<file path="config.mk">
export PLATFORM = sky130hd
export DESIGN_NAME = dpmc_datapath_regs
export DESIGN_NICKNAME = d
export VERILOG_FILES = /design/src/rtl/dpmc_offset_add.v /design/src/rtl/dpmc_datapath_regs.v
export VERILOG_INCLUDE_DIRS = /design/src /design/src/rtl
export SDC_FILE = /design/constraint.sdc
export NUM_CORES = 1
export LEC_CHECK = 0
export BUFFER_PORTS_ARGS = -buffer_cell sky130_fd_sc_hd__buf_2
export CORE_AREA = 2 2 123 125
export DETAILED_ROUTE_END_ITERATION = 10
export DIE_AREA = 0 0 125 127
export GPL_TIMING_DRIVEN = 0
export MAX_ROUTING_LAYER = met4
export PLACE_DENSITY = 0.53
export SLEW_MARGIN = 20
export SYNTH_ARGS = -nofsm -noshare
export SYNTH_HDL_FRONTEND = slang
export SYNTH_HIERARCHICAL = 1
export SYNTH_SLANG_ARGS = --single-unit
</file>
<file path="constraint.sdc">
create_clock -name i_mclk -period 5.6 [get_ports i_mclk]
set_clock_uncertainty 0.05 [all_clocks]
set_input_delay 0.84 -clock i_mclk [delete_from_list [all_inputs] [get_ports i_mclk]]
set_output_delay 0.84 -clock i_mclk [all_outputs]
set_load 0.02 [all_outputs]
</file>
<file path="src/rtl/dpmc_defines.vh">
`ifndef DPMC_DEFINES_VH
`define DPMC_DEFINES_VH

// ----------------------------------------
// Register indices (byte address = 4 * index)
// ----------------------------------------
`define DPMC_IDX_MODE        10'h200
`define DPMC_IDX_DECIM       10'h201
`define DPMC_IDX_OFFSET      10'h228
`define DPMC_IDX_LVL_CTRL    10'h245

// ----------------------------------------
// Reset values
// ----------------------------------------
`define DPMC_RST_MODE        8'h00
`define DPMC_RST_DECIM       8'h00
`define DPMC_RST_OFFSET      8'h00
`define DPMC_RST_LVL_CTRL    8'h00

// ----------------------------------------
// Field positions
// ----------------------------------------
`define DPMC_MODE_RSV_HI     7
`define DPMC_MODE_RSV_LO     6
`define DPMC_MODE_QDROP_BIT  5
`define DPMC_MODE_APP_HI     3
`define DPMC_MODE_APP_LO     0
`define DPMC_DECIM_HI        2
`define DPMC_DECIM_LO        0
`define DPMC_LVL_FORCE_BIT   3
`define DPMC_LVL_FVAL_BIT    2
`define DPMC_LVL_EN_BIT      0

// ----------------------------------------
// Application mode codes
// ----------------------------------------
`define DPMC_APP_FULL_BW     4'h0
`define DPMC_APP_ONE_CHAN    4'h1
`define DPMC_APP_TWO_CHAN    4'h2

// ----------------------------------------
// Decimation ratio codes
// ----------------------------------------
`define DPMC_DEC_1           3'h0
`define DPMC_DEC_2           3'h1
`define DPMC_DEC_4           3'h2
`define DPMC_DEC_8           3'h3
`define DPMC_DEC_16          3'h4

`endif

</file>
<file path="src/rtl/dpmc_offset_add.v">
`timescale 1ns/1ps

// ----------------------------------------
// Signed sample plus signed 8-bit offset, saturated
// ----------------------------------------
module dpmc_offset_add #(
	parameter SAMPLE_W = 14
) (
	// Operands
	input  wire signed [SAMPLE_W-1:0] i_sample,
	input  wire signed [7:0]          i_offset,
	// Result
	output reg  signed [SAMPLE_W-1:0] o_sum
);

	wire signed [SAMPLE_W:0] sum_wide;
	wire signed [SAMPLE_W:0] max_val;
	wire signed [SAMPLE_W:0] min_val;

	// One count of offset is one converter LSB
	assign sum_wide = {i_sample[SAMPLE_W-1], i_sample} +
		{{(SAMPLE_W-7){i_offset[7]}}, i_offset};
	assign max_val = {2'b00, {(SAMPLE_W-1){1'b1}}};
	assign min_val = {2'b11, {(SAMPLE_W-1){1'b0}}};

	// Clip instead of wrapping at full scale
	always @* begin
		if (sum_wide > max_val) begin
			o_sum = max_val[SAMPLE_W-1:0];
		end else if (sum_wide < min_val) begin
			o_sum = min_val[SAMPLE_W-1:0];
		end else begin
			o_sum = sum_wide[SAMPLE_W-1:0];
		end
	end

endmodule // dpmc_offset_add

</file>
<file path="src/rtl/dpmc_datapath_regs.v">
`timescale 1ns/1ps
`include "dpmc_defines.vh"

// Operation
// - Bit 5 set drops quadrature, keeps real
// - Mode 0000 full bandwidth, 0001 channel 0
// - Mode 0010 enables channels 0 and 1
// - Decimation codes 000..100 divide 1..16
// - Add signed 8-bit offset in converter LSBs
// - Force bit chooses forced level-detect pin
// - Forced pin takes value of bit 2
module dpmc_datapath_regs #(
	parameter SAMPLE_W = 14,
	parameter NUM_CHAN = 4
) (
	// Clock and reset
	input  wire                       i_mclk,
	input  wire                       i_rst,
	// Avalon-MM slave
	input  wire [11:0]                i_avs_address,
	input  wire                       i_avs_read,
	input  wire                       i_avs_write,
	input  wire [31:0]                i_avs_writedata,
	input  wire [3:0]                 i_avs_byteenable,
	output reg  [31:0]                o_avs_readdata,
	output wire                       o_avs_waitrequest,
	// Sample input
	input  wire                       i_smp_valid,
	input  wire signed [SAMPLE_W-1:0] i_smp_i,
	input  wire signed [SAMPLE_W-1:0] i_smp_q,
	// Sample output
	output reg                        o_smp_valid,
	output reg                        o_smp_q_valid,
	output reg  signed [SAMPLE_W-1:0] o_smp_i,
	output reg  signed [SAMPLE_W-1:0] o_smp_q,
	// Datapath configuration
	output reg                        o_full_bw,
	output reg  [NUM_CHAN-1:0]        o_downconverter_channel_en,
	output reg  [4:0]                 o_decim_factor,
	// Level detect
	input  wire                       i_level_detect_raw,
	output reg                        o_level_detect_pin
);

	// ----------------------------------------
	// Registers
	// ----------------------------------------
	reg  [7:0]                 mode_reg;
	reg  [7:0]                 decim_reg;
	reg  [7:0]                 offset_reg;
	reg  [7:0]                 lvl_ctrl_reg;
	reg                        ack_reg;
	reg  [3:0]                 phase_reg;

	reg  [7:0]                 rd_byte;
	reg  [3:0]                 phase_max;
	reg  [4:0]                 factor_next;
	reg  [NUM_CHAN-1:0]        chan_en_next;
	reg                        full_bw_next;

	wire [9:0]                 reg_idx;
	wire                       req;
	wire                       wr_fire;
	wire signed [SAMPLE_W-1:0] adj_i;
	wire signed [SAMPLE_W-1:0] adj_q;
	wire                       q_drop;
	wire [3:0]                 app_mode;
	wire [2:0]                 decim_code;

	assign reg_idx  = i_avs_address[11:2];
	assign req      = i_avs_read | i_avs_write;
	// One wait cycle per access; read data is loaded during it
	assign o_avs_waitrequest = req & ~ack_reg;
	assign wr_fire  = i_avs_write & ack_reg & i_avs_byteenable[0];

	assign q_drop     = mode_reg[`DPMC_MODE_QDROP_BIT];
	assign app_mode   = mode_reg[`DPMC_MODE_APP_HI:`DPMC_MODE_APP_LO];
	assign decim_code = decim_reg[`DPMC_DECIM_HI:`DPMC_DECIM_LO];

	// ----------------------------------------
	// Bus handshake
	// ----------------------------------------
	always @(posedge i_mclk) begin
		if (i_rst) begin
			ack_reg <= 1'b0;
		end else begin
			ack_reg <= req & ~ack_reg;
		end
	end

	// Reserved bits read zero except the storing mode bits 7:6
	always @* begin
		case (reg_idx)
		`DPMC_IDX_MODE:     rd_byte = {mode_reg[7:5], 1'b0, mode_reg[3:0]};
		`DPMC_IDX_DECIM:    rd_byte = {5'h00, decim_reg[2:0]};
		`DPMC_IDX_OFFSET:   rd_byte = offset_reg;
		`DPMC_IDX_LVL_CTRL: rd_byte = {4'h0, lvl_ctrl_reg[3:2], 1'b0, lvl_ctrl_reg[0]};
		default:            rd_byte = 8'h00;
		endcase
	end

	always @(posedge i_mclk) begin
		if (i_rst) begin
			o_avs_readdata <= 32'h0000_0000;
		end else if (i_avs_read & ~ack_reg) begin
			o_avs_readdata <= {24'h00_0000, rd_byte};
		end
	end

	// ----------------------------------------
	// Register writes
	// ----------------------------------------
	always @(posedge i_mclk) begin
		if (i_rst) begin
			mode_reg     <= `DPMC_RST_MODE;
			decim_reg    <= `DPMC_RST_DECIM;
			offset_reg   <= `DPMC_RST_OFFSET;
			lvl_ctrl_reg <= `DPMC_RST_LVL_CTRL;
		end else if (wr_fire) begin
			case (reg_idx)
			`DPMC_IDX_MODE:     mode_reg     <= {i_avs_writedata[7:5], 1'b0, i_avs_writedata[3:0]};
			`DPMC_IDX_DECIM:    decim_reg    <= {5'h00, i_avs_writedata[2:0]};
			`DPMC_IDX_OFFSET:   offset_reg   <= i_avs_writedata[7:0];
			`DPMC_IDX_LVL_CTRL: lvl_ctrl_reg <= {4'h0, i_avs_writedata[3:2], 1'b0, i_avs_writedata[0]};
			default:            mode_reg     <= mode_reg;
			endcase
		end
	end

	// ----------------------------------------
	// Mode decode
	// ----------------------------------------
	always @* begin
		full_bw_next = 1'b0;
		chan_en_next = {NUM_CHAN{1'b0}};
		case (app_mode)
		`DPMC_APP_FULL_BW:  full_bw_next = 1'b1;
		`DPMC_APP_ONE_CHAN: chan_en_next[0] = 1'b1;
		`DPMC_APP_TWO_CHAN: chan_en_next[1:0] = 2'b11;
		// Other codes: all channels idle, full bandwidth off
		default:            chan_en_next = {NUM_CHAN{1'b0}};
		endcase
	end

	// Codes above 100 are undefined; treated as divide by 1
	always @* begin
		case (decim_code)
		`DPMC_DEC_2:  begin phase_max = 4'h1; factor_next = 5'h02; end
		`DPMC_DEC_4:  begin phase_max = 4'h3; factor_next = 5'h04; end
		`DPMC_DEC_8:  begin phase_max = 4'h7; factor_next = 5'h08; end
		`DPMC_DEC_16: begin phase_max = 4'hf; factor_next = 5'h10; end
		default:      begin phase_max = 4'h0; factor_next = 5'h01; end
		endcase
	end

	always @(posedge i_mclk) begin
		if (i_rst) begin
			o_full_bw                  <= 1'b1;
			o_downconverter_channel_en <= {NUM_CHAN{1'b0}};
			o_decim_factor             <= 5'h01;
		end else begin
			o_full_bw                  <= full_bw_next;
			o_downconverter_channel_en <= chan_en_next;
			o_decim_factor             <= factor_next;
		end
	end

	// ----------------------------------------
	// Sample path
	// ----------------------------------------
	dpmc_offset_add #(
		.SAMPLE_W (SAMPLE_W)
	) u_add_i (
		.i_sample (i_smp_i),
		.i_offset (offset_reg),
		.o_sum    (adj_i)
	);

	dpmc_offset_add #(
		.SAMPLE_W (SAMPLE_W)
	) u_add_q (
		.i_sample (i_smp_q),
		.i_offset (offset_reg),
		.o_sum    (adj_q)
	);

	// Keeps the first sample of each group; filtering lives elsewhere
	always @(posedge i_mclk) begin
		if (i_rst) begin
			phase_reg     <= 4'h0;
			o_smp_valid   <= 1'b0;
			o_smp_q_valid <= 1'b0;
			o_smp_i       <= {SAMPLE_W{1'b0}};
			o_smp_q       <= {SAMPLE_W{1'b0}};
		end else begin
			o_smp_valid   <= 1'b0;
			o_smp_q_valid <= 1'b0;
			if (i_smp_valid) begin
				if (phase_reg >= phase_max) begin
					phase_reg <= 4'h0;
				end else begin
					phase_reg <= phase_reg + 4'h1;
				end
				if (phase_reg == 4'h0) begin
					o_smp_valid   <= 1'b1;
					o_smp_i       <= adj_i;
					o_smp_q_valid <= ~q_drop;
					o_smp_q       <= q_drop ? {SAMPLE_W{1'b0}} : adj_q;
				end
			end
		end
	end

	// ----------------------------------------
	// Level detect pin
	// ----------------------------------------
	always @(posedge i_mclk) begin
		if (i_rst) begin
			o_level_detect_pin <= 1'b0;
		end else if (lvl_ctrl_reg[`DPMC_LVL_FORCE_BIT]) begin
			o_level_detect_pin <= lvl_ctrl_reg[`DPMC_LVL_FVAL_BIT];
		end else begin
			o_level_detect_pin <= lvl_ctrl_reg[`DPMC_LVL_EN_BIT] & i_level_detect_raw;
		end
	end

endmodule // dpmc_datapath_regs

</file>
=== Word-level counts from Yosys, hierarchy flattened ===
Index checks and enable logic that the tools add are counted.

* Register bits: 75
* Logic and storage cells: 68

* Add/subtract/negate cells: 3
* Order comparisons: 5
* Equal/unequal tests: 10
* Mux-type cells: 14
* Bitwise gates (word level): 10
* Reduce and logical (&&, ||, !) cells: 10

{| class="wikitable"
|+ Operator list
! kind !! number
|-
| $mux W14 || 5
|-
| $eq A10 B10 Y1 const B || 4
|-
| $pmux W8 S4 || 1
|-
| $add A14 B8 Y15 || 2
|-
| $gt A15 B14 Y1 const B || 2
|-
| $lt A15 B14 Y1 const B || 2
|-
| $pmux W5 S4 || 1
|-
| $pmux W4 S4 || 1
|-
| $reduce_and A2 Y1 || 5
|-
| $logic_not A4 Y1 || 2
|-
| $eq A3 B2 Y1 const B || 2
|-
| $and A1 B1 Y1 || 5
|-
| $mux W1 || 5
|-
| $add A4 B1 Y4 const B || 1
|-
| $eq A4 B1 Y1 const B || 1
|-
| $eq A4 B2 Y1 const B || 1
|-
| $ge A4 B4 Y1 || 1
|-
| $mux W4 || 1
|-
| $not A1 Y1 || 4
|-
| $reduce_or A2 Y1 || 2
|-
| $eq A3 B1 Y1 const B || 1
|-
| $eq A3 B3 Y1 const B || 1
|-
| $reduce_or A3 Y1 || 1
|-
| $or A1 B1 Y1 || 1
|}

=== Logic depth before layout (Yosys ltp) ===
Gate-level depths: netlist (run 1).

* Depth in word-level cells: 5
* Gate-level depth with buffers: 12

=== Hierarchy ===
Netlist (run 1), hierarchy kept.

{| class="wikitable"
|+ By module, submodules not included
! module !! instances !! cells an instance !! area each (µm²) !! sequential area each (µm²)
|-
| dpmc_datapath_regs || 1 || 345 || 3135.5 || 1461.4
|-
| dpmc_offset_add || 2 || 122 || 917.1 || 0.0
|}

=== Least setup slack after synthesis (run 1) ===
Ideal clock, no wire load.

* Path kind: in2reg
* Start: in i_smp_i[0]
* End: reg o_smp_i[10]
* Library setup time: 70 ps
* Arrival: 2842 ps
* Required time: 5480 ps
* Path slack: 2638 ps
* Stages: 12
* Path buffers: 1
* Cell sequence: ha_1 -> inv_1 -> fa_1 -> nand2b_1 -> a21o_1 -> a211oi_2 -> o31ai_1 -> a22oi_2 -> buf_4 -> maj3_2 -> nand2_1 -> a21oi_1

* Word-level cells in the longest chain between the ends: 4
* Elaborated cells on any way between the ends: 5
* Classes of those cells: 1 x add/sub; 2 x order compare; 2 x mux

{| class="wikitable"
|+ Ends and longest elaborated chain
! element !! RTL line !! text
|-
| start, declared || dpmc_datapath_regs.v:29 || <nowiki>input wire signed [SAMPLE_W-1:0] i_smp_i,</nowiki>
|-
| $add A14 B8 Y15 * || dpmc_offset_add.v:21 || <nowiki>assign sum_wide = {i_sample[SAMPLE_W-1], i_sample} +</nowiki>
|-
| $lt A15 B14 Y1 || dpmc_offset_add.v:30 || <nowiki>end else if (sum_wide < min_val) begin</nowiki>
|-
| $mux W14 || dpmc_offset_add.v:30 ||
|-
| $mux W14 * || dpmc_offset_add.v:28 || <nowiki>if (sum_wide > max_val) begin</nowiki>
|-
| net adj_i[10] || dpmc_datapath_regs.v:64 || <nowiki>wire signed [SAMPLE_W-1:0] adj_i;</nowiki>
|-
| end signal, assigned || dpmc_datapath_regs.v:193 || <nowiki>o_smp_i <= {SAMPLE_W{1'b0}};</nowiki>
|-
| end signal, assigned || dpmc_datapath_regs.v:206 || <nowiki>o_smp_i <= adj_i;</nowiki>
|-
| end, declared || dpmc_datapath_regs.v:34 || <nowiki>output reg signed [SAMPLE_W-1:0] o_smp_i,</nowiki>
|}

The timed path passes the listed nets; every way through them passes the cells marked *.
A chain may end at the register's enable or synchronous reset.

=== Final worst setup path (run 1) ===
* Start: in i_smp_i[0]
* End: reg o_smp_i[11]

The elaborated chain is that of the path after synthesis.

==> results.json, run 1 <==
{
  "p_total_w": 0.00139,
  "clock_sinks": 73,
  "reg.largest.list": "o_smp_i: 14 flops, o_smp_q: 14 flops",
  "core_sq_um": 14400,
  "tightest_slew_ns": 0.735,
  "hold_buffers": 0,
  "fmax_mhz": 328,
  "drc": 0,
  "hold_viol": 0,
  "syn_to_final_growth_pct": 22.7,
  "diodes": 0,
  "synth-compound-area-share": 0.195,
  "fin_crit_sh": 0.544,
  "antenna_found_initial": 0,
  "power_leakage_nw": 2.67,
  "grt_usage": 0.176,
  "grt_pass1_wl_microns": 22100,
  "gr-usage-met3": 0.0314,
  "synth_area_leader_cell": "dfxtp_1",
  "synth_top_family_by_area": "simple AND/OR/NAND/NOR gates",
  "arrival_ns": 3.25,
  "setup_tns_ns": 0,
  "multi_input_area_sq_um": 3190,
  "yosysMostFrequentCell": "dfxtp_1",
  "min_period_ns": 3.05,
  "vias_per_cell": 5.05,
  "ctsResizeCount": 0,
  "antenna_left": 0,
  "grt_max_degree": 17,
  "setup_viol": 0,
  "outcome": "finished, final reports clean",
  "gp_routability_congestion": 0.833,
  "postSynthRegisterBits": 73,
  "yosysTopAreaCellShare": 0.294,
  "synthFlopType": "dfxtp_1",
  "power_density_nw_per_um2": 227,
  "wirelength_microns": 13600,
  "die_w_microns": 125,
  "rsz0062_at_grt": "no",
  "cts_buffers": 9,
  "synth_enable_flop_cells": 0,
  "clock_latency_ns": 0.33,
  "worstSetupStartpointType": "primary input",
  "avgSynthCellArea_sq_um": 8.44,
  "cts_buffer_depth": 2,
  "synthAdderAreaFrac": 0.151,
  "clk_pin_slew_ns": 0.06,
  "yosys-top-cells-area": "dfxtp_1 (29%), ha_1 (8.6%), a21oi_1 (4.9%), buf_4 (4.5%), maj3_2 (4.5%)",
  "cp.required_ns": 5.81,
  "firstDrtPassIters": 4,
  "slew_violations": 0,
  "avgRoutedWirePerCell_microns": 14.9,
  "ys_warn_count": 6,
  "muxShareOfSynthArea": 0.0282,
  "cts_root_buffer": "clkbuf_16",
  "core.rowCount": 44,
  "start_util": 0.345,
  "hp-class": "reg2reg",
  "cts_tree": "done",
  "die_height_microns": 127,
  "critical_path_class": "in2reg",
  "synth_common_cells": "dfxtp_1 (73), nand2_1 (59), a21oi_1 (49)",
  "synthSimpleGateAreaFrac": 0.212,
  "drive_gt1_frac": 0.253,
  "hold_slack_ns": 0.398,
  "crit_fanout": 10,
  "synthArstFlopShare": 0,
  "grtUsageMet2": 0.284,
  "io_buffers": 97,
  "grt_pass1_vias": 4508,
  "nNetsFinal": 840,
  "syn_area_sq_um": 4970,
  "synthDistinctLibCells": 61,
  "drt_iter0_markers": 223,
  "seq_area_sq_um": 1460,
  "end_kind": "flop",
  "io_pins": 156,
  "max_slew_margin": 0.506,
  "yosysSeqAreaShare": 0.294,
  "grt-busiest-layer": "met2",
  "grt-ovfl-total": 0,
  "grt_use_met1": 0.229,
  "vias": 4600,
  "irDropWorstVdd_uv": 148,
  "cts_setup_buffers": 0,
  "dieArea_sq_um": 15900,
  "cap_violations": 0,
  "syn_inst": 589,
  "fillers": 1535,
  "synth_xor_area_frac": 0.0370,
  "hpwl_microns": 10900,
  "cts.htree.levels": 3
}
-- power breakdown --
part	leakage, nW	switching [W]	internal [W]
logic	1.93	0.000134	0.0000892
clock network	0.153	0.000226	0.000392
registers	0.594	0.00000971	0.000536
total	2.67	0.000370	0.00102
-- through the flow --
step	std cells	util	setup WS, ns	area (sq um)
floorplan	614	-	2.64	5060
global placement	895	0.401	2.25	5780
detailed placement	895	0.401	2.21	5780
CTS	911	0.423	2.50	6100
global route	911	0.423	2.37	6100
finish	911	0.423	2.55	6100
-- kinds of logic (layout without fill, tap and decap cells) --
family	after synthesis	count (layout)
AO/OA/AOI/OAI	146	146
XOR/XNOR	21	21
adder cells (fa/ha/maj)	62	62
buffers and inverters	73	186
flip-flops	73	73
multiplexers	14	14
other	1	26
AND/OR/NAND/NOR	199	199
-- metal layers --
metal	up-vias	part of all wire
met5	-	0
met4	0	0.0067
met3	6	0.044
met2	101	0.47
met1	2131	0.48
li1	2362	-
-- final timing paths --
| check | to | from | depth (start not counted) | slack (ns) |
|---|---|---|---|---|
| max | o_smp_i[11] | i_smp_i[0] | 13 | 2.55 |
| max reg2reg | o_smp_q[12] | offset_reg[7] | 8 | 2.56 |
| min | o_avs_readdata[1] | o_avs_readdata[1] | 2 | 0.40 |
| min reg2reg | o_avs_readdata[1] | o_avs_readdata[1] | 2 | 0.40 |
-- final cells by class --
type / instances / share of cell area
clock inverter: 6 / 0.0148
buffer: 56 / 0.0564
multi-input combinational: 468 / 0.524
timing repair buffer: 97 / 0.0796
clock buffer: 10 / 0.0375
tap: 184 / 0.0378
inverter: 17 / 0.0105
sequential: 73 / 0.240
-- cells in the final DEF, fill, tap and decap left out, types with 4 or more instances in the layout --
cell and count:
conb_1 26, buf_4 30, nor2b_1 5, a22o_1 15, dfxtp_1 73, clkbuf_1 20
and3_1 4, a211oi_1 5, o211ai_1 4, o31ai_1 5, and2_1 5, nand2b_1 7
mux2i_1 14, buf_2 102, nand2_1 59, maj3_1 6, a21o_1 8, maj3_2 20
inv_1 15, xnor2_1 17, o21ai_0 25, nand3b_1 6, a21oi_1 49, ha_1 34
nor2_1 37, a211oi_2 4, nand3_1 31, xor2_1 4, nor3_1 10, o21ai_1 5
nand4_1 6, a22oi_1 6, clkbuf_16 9, nor4_1 5
-- worst max-delay path, cell delays in order --
cell      delay, ns
buf_2          0.10
ha_1           0.16
inv_1          0.05
fa_1           0.40
nand2b_1       0.18
a21o_1         0.20
a211oi_2       0.22
o31ai_1        0.13
a22oi_2        0.32
buf_4          0.25
maj3_2         0.20
nand2_1        0.06
a21oi_1        0.14
No activity file was read; power rests on OpenSTA's default activity.
==> run 2: changes to the inputs <==
Clock period 5.6 ns to 2.9 ns, I/O delays scaled along.
==> results.json, run 2 (synthesis gave the netlist of run 1 again) <==
{
  "outcome": "finished, final reports clean",
  "cap_violations": 0,
  "arrival_ns": 2.92,
  "place_ws_ns": -0.195,
  "cts.htree.levels": 3,
  "core_sq_um": 14400,
  "hpwl_microns": 10900,
  "fmax_mhz": 369,
  "path_buf_inv": 2,
  "syn_to_final_growth_pct": 23.2,
  "vias": 4616,
  "vias_per_cell": 5.06,
  "slew_violations": 0,
  "crit_slowest_cell": "dfxtp_1",
  "cts_root_buffer": "clkbuf_16",
  "hold_viol": 0,
  "clk_pin_slew_ns": 0.06,
  "nNetsFinal": 842,
  "grt_usage": 0.176,
  "crit_fanout": 10,
  "min_period_ns": 2.71,
  "hold_slack_ns": 0.334,
  "setup_viol": 0,
  "cts_buffer_depth": 2,
  "end_kind": "flop",
  "drc": 0,
  "clock_latency_ns": 0.34,
  "drt_iter0_markers": 234,
  "max_slew_margin": 0.509,
  "path_cells": "inv_1 -> fa_1 -> nand2b_1 -> a21o_1 -> a211oi_2 -> o31ai_1 -> a22oi_2 -> buf_6 -> maj3_2 -> nand2_1 -> a21oi_1",
  "hp-class": "in2reg",
  "antenna_left": 0,
  "cp.required_ns": 3.11,
  "io_buffers": 97,
  "grt-ovfl-total": 0,
  "avgRoutedWirePerCell_microns": 14.9,
  "die_w_microns": 125,
  "core.rowCount": 44,
  "clock_sinks": 73,
  "p_total_w": 0.00268,
  "cp_top_family": "compound AO/OA/AOI/OAI gates",
  "fin_ws_ns": 0.191,
  "worstSetupStartpointType": "flop",
  "start_util": 0.345,
  "gp_routability_congestion": 0.833,
  "critical_path_class": "reg2reg",
  "fin_crit_sh": 0.934,
  "final_cell_mix": "buf_2 (102), dfxtp_1 (71), nand2_1 (59)",
  "dieArea_sq_um": 15900,
  "wirelength_microns": 13600,
  "rsz0062_at_grt": "no",
  "mostFrequentLayoutCell": "buf_2",
  "critPathMaxStageDelay_ns": 0.49,
  "grt_pass1_wl_microns": 22100,
  "hold_buffers": 0,
  "reg.largest.list": "o_smp_i: 14 flops, o_smp_q: 14 flops",
  "drive_gt1_frac": 0.258,
  "diodes": 0,
  "finish.utilization": 0.424,
  "die_height_microns": 127,
  "setup_tns_ns": 0,
  "antenna_found_initial": 0,
  "fillers": 1528,
  "grt_pass1_vias": 4517,
  "firstDrtPassIters": 5,
  "grt_max_degree": 17,
  "irDropWorstVdd_uv": 286,
  "cts_buffers": 9,
  "io_pins": 156,
  "power_leakage_nw": 2.69,
  "tightest_slew_ns": 0.731,
  "cts_tree": "done",
  "power_density_nw_per_um2": 438
}
-- run 2: changes by cell type in the layout (fill, tap and decap cells not counted), sizes merged --
cell / delta
buf: +2
-- run 2: worst paths after layout --
kind / startpoint / endpoint / slack, ns / cells past startpoint
worst min register to register: o_avs_readdata[1] / o_avs_readdata[1] / 0.40 / 2
worst max-delay path: offset_reg[1] / o_smp_i[11] / 0.19 / 11
worst max register to register: offset_reg[1] / o_smp_i[11] / 0.19 / 11
worst min-delay path: i_avs_writedata[4] / offset_reg[4] / 0.33 / 3
-- run 2: worst min-delay path, cell delays in order --
cell and delay, ns:
buf_2 0.11, nand3_1 0.06, a21oi_1 0.06
-- run 2: stage by stage --
stage / instance area [sq um] / instances
2_1_floorplan: 5060 / 614
3_3_place_gp: 5780 / 895
3_5_place_dp: 5780 / 895
4_1_cts: 6110 / 912
5_1_grt: 6120 / 913
6_report: 6120 / 913
-- run 2: cell type report --
| cell class | count | area [sq um] | area share |
|---|---|---|---|
| Multi-Input combinational cell | 468 | 3190 | 0.522 |
| Clock buffer | 10 | 229 | 0.0374 |
| Inverter | 17 | 63.8 | 0.0104 |
| Timing Repair Buffer | 99 | 500 | 0.0817 |
| Sequential cell | 73 | 1470 | 0.240 |
| Clock inverter | 6 | 90.1 | 0.0147 |
| Buffer | 56 | 348 | 0.0568 |
| Tap cell | 184 | 230 | 0.0376 |
-- run 2: where the power goes --
part / switching [W] / leakage, nW / internal, W
clock: 0.000436 / 0.153 / 0.000756
sequential: 0.0000187 / 0.595 / 0.00103
combinational: 0.000261 / 1.94 / 0.000175
-- run 2: metal layers --
metal  vias up  wire length [microns]  GRT usage
met2       104                   6400      0.284
met4         0                    106     0.0438
met3         7                    592     0.0314
met1      2139                   6490      0.230
li1       2366                      -          -
met5         -                      0          -
-- run 2: what timing repair did --
action / 4_1_cts / 5_1_grt
endpoints found under the setup margin: 26 / 25
buffers inserted: 1 / 1
pin swaps: 2 / 1
gates resized for setup: 1 / 3
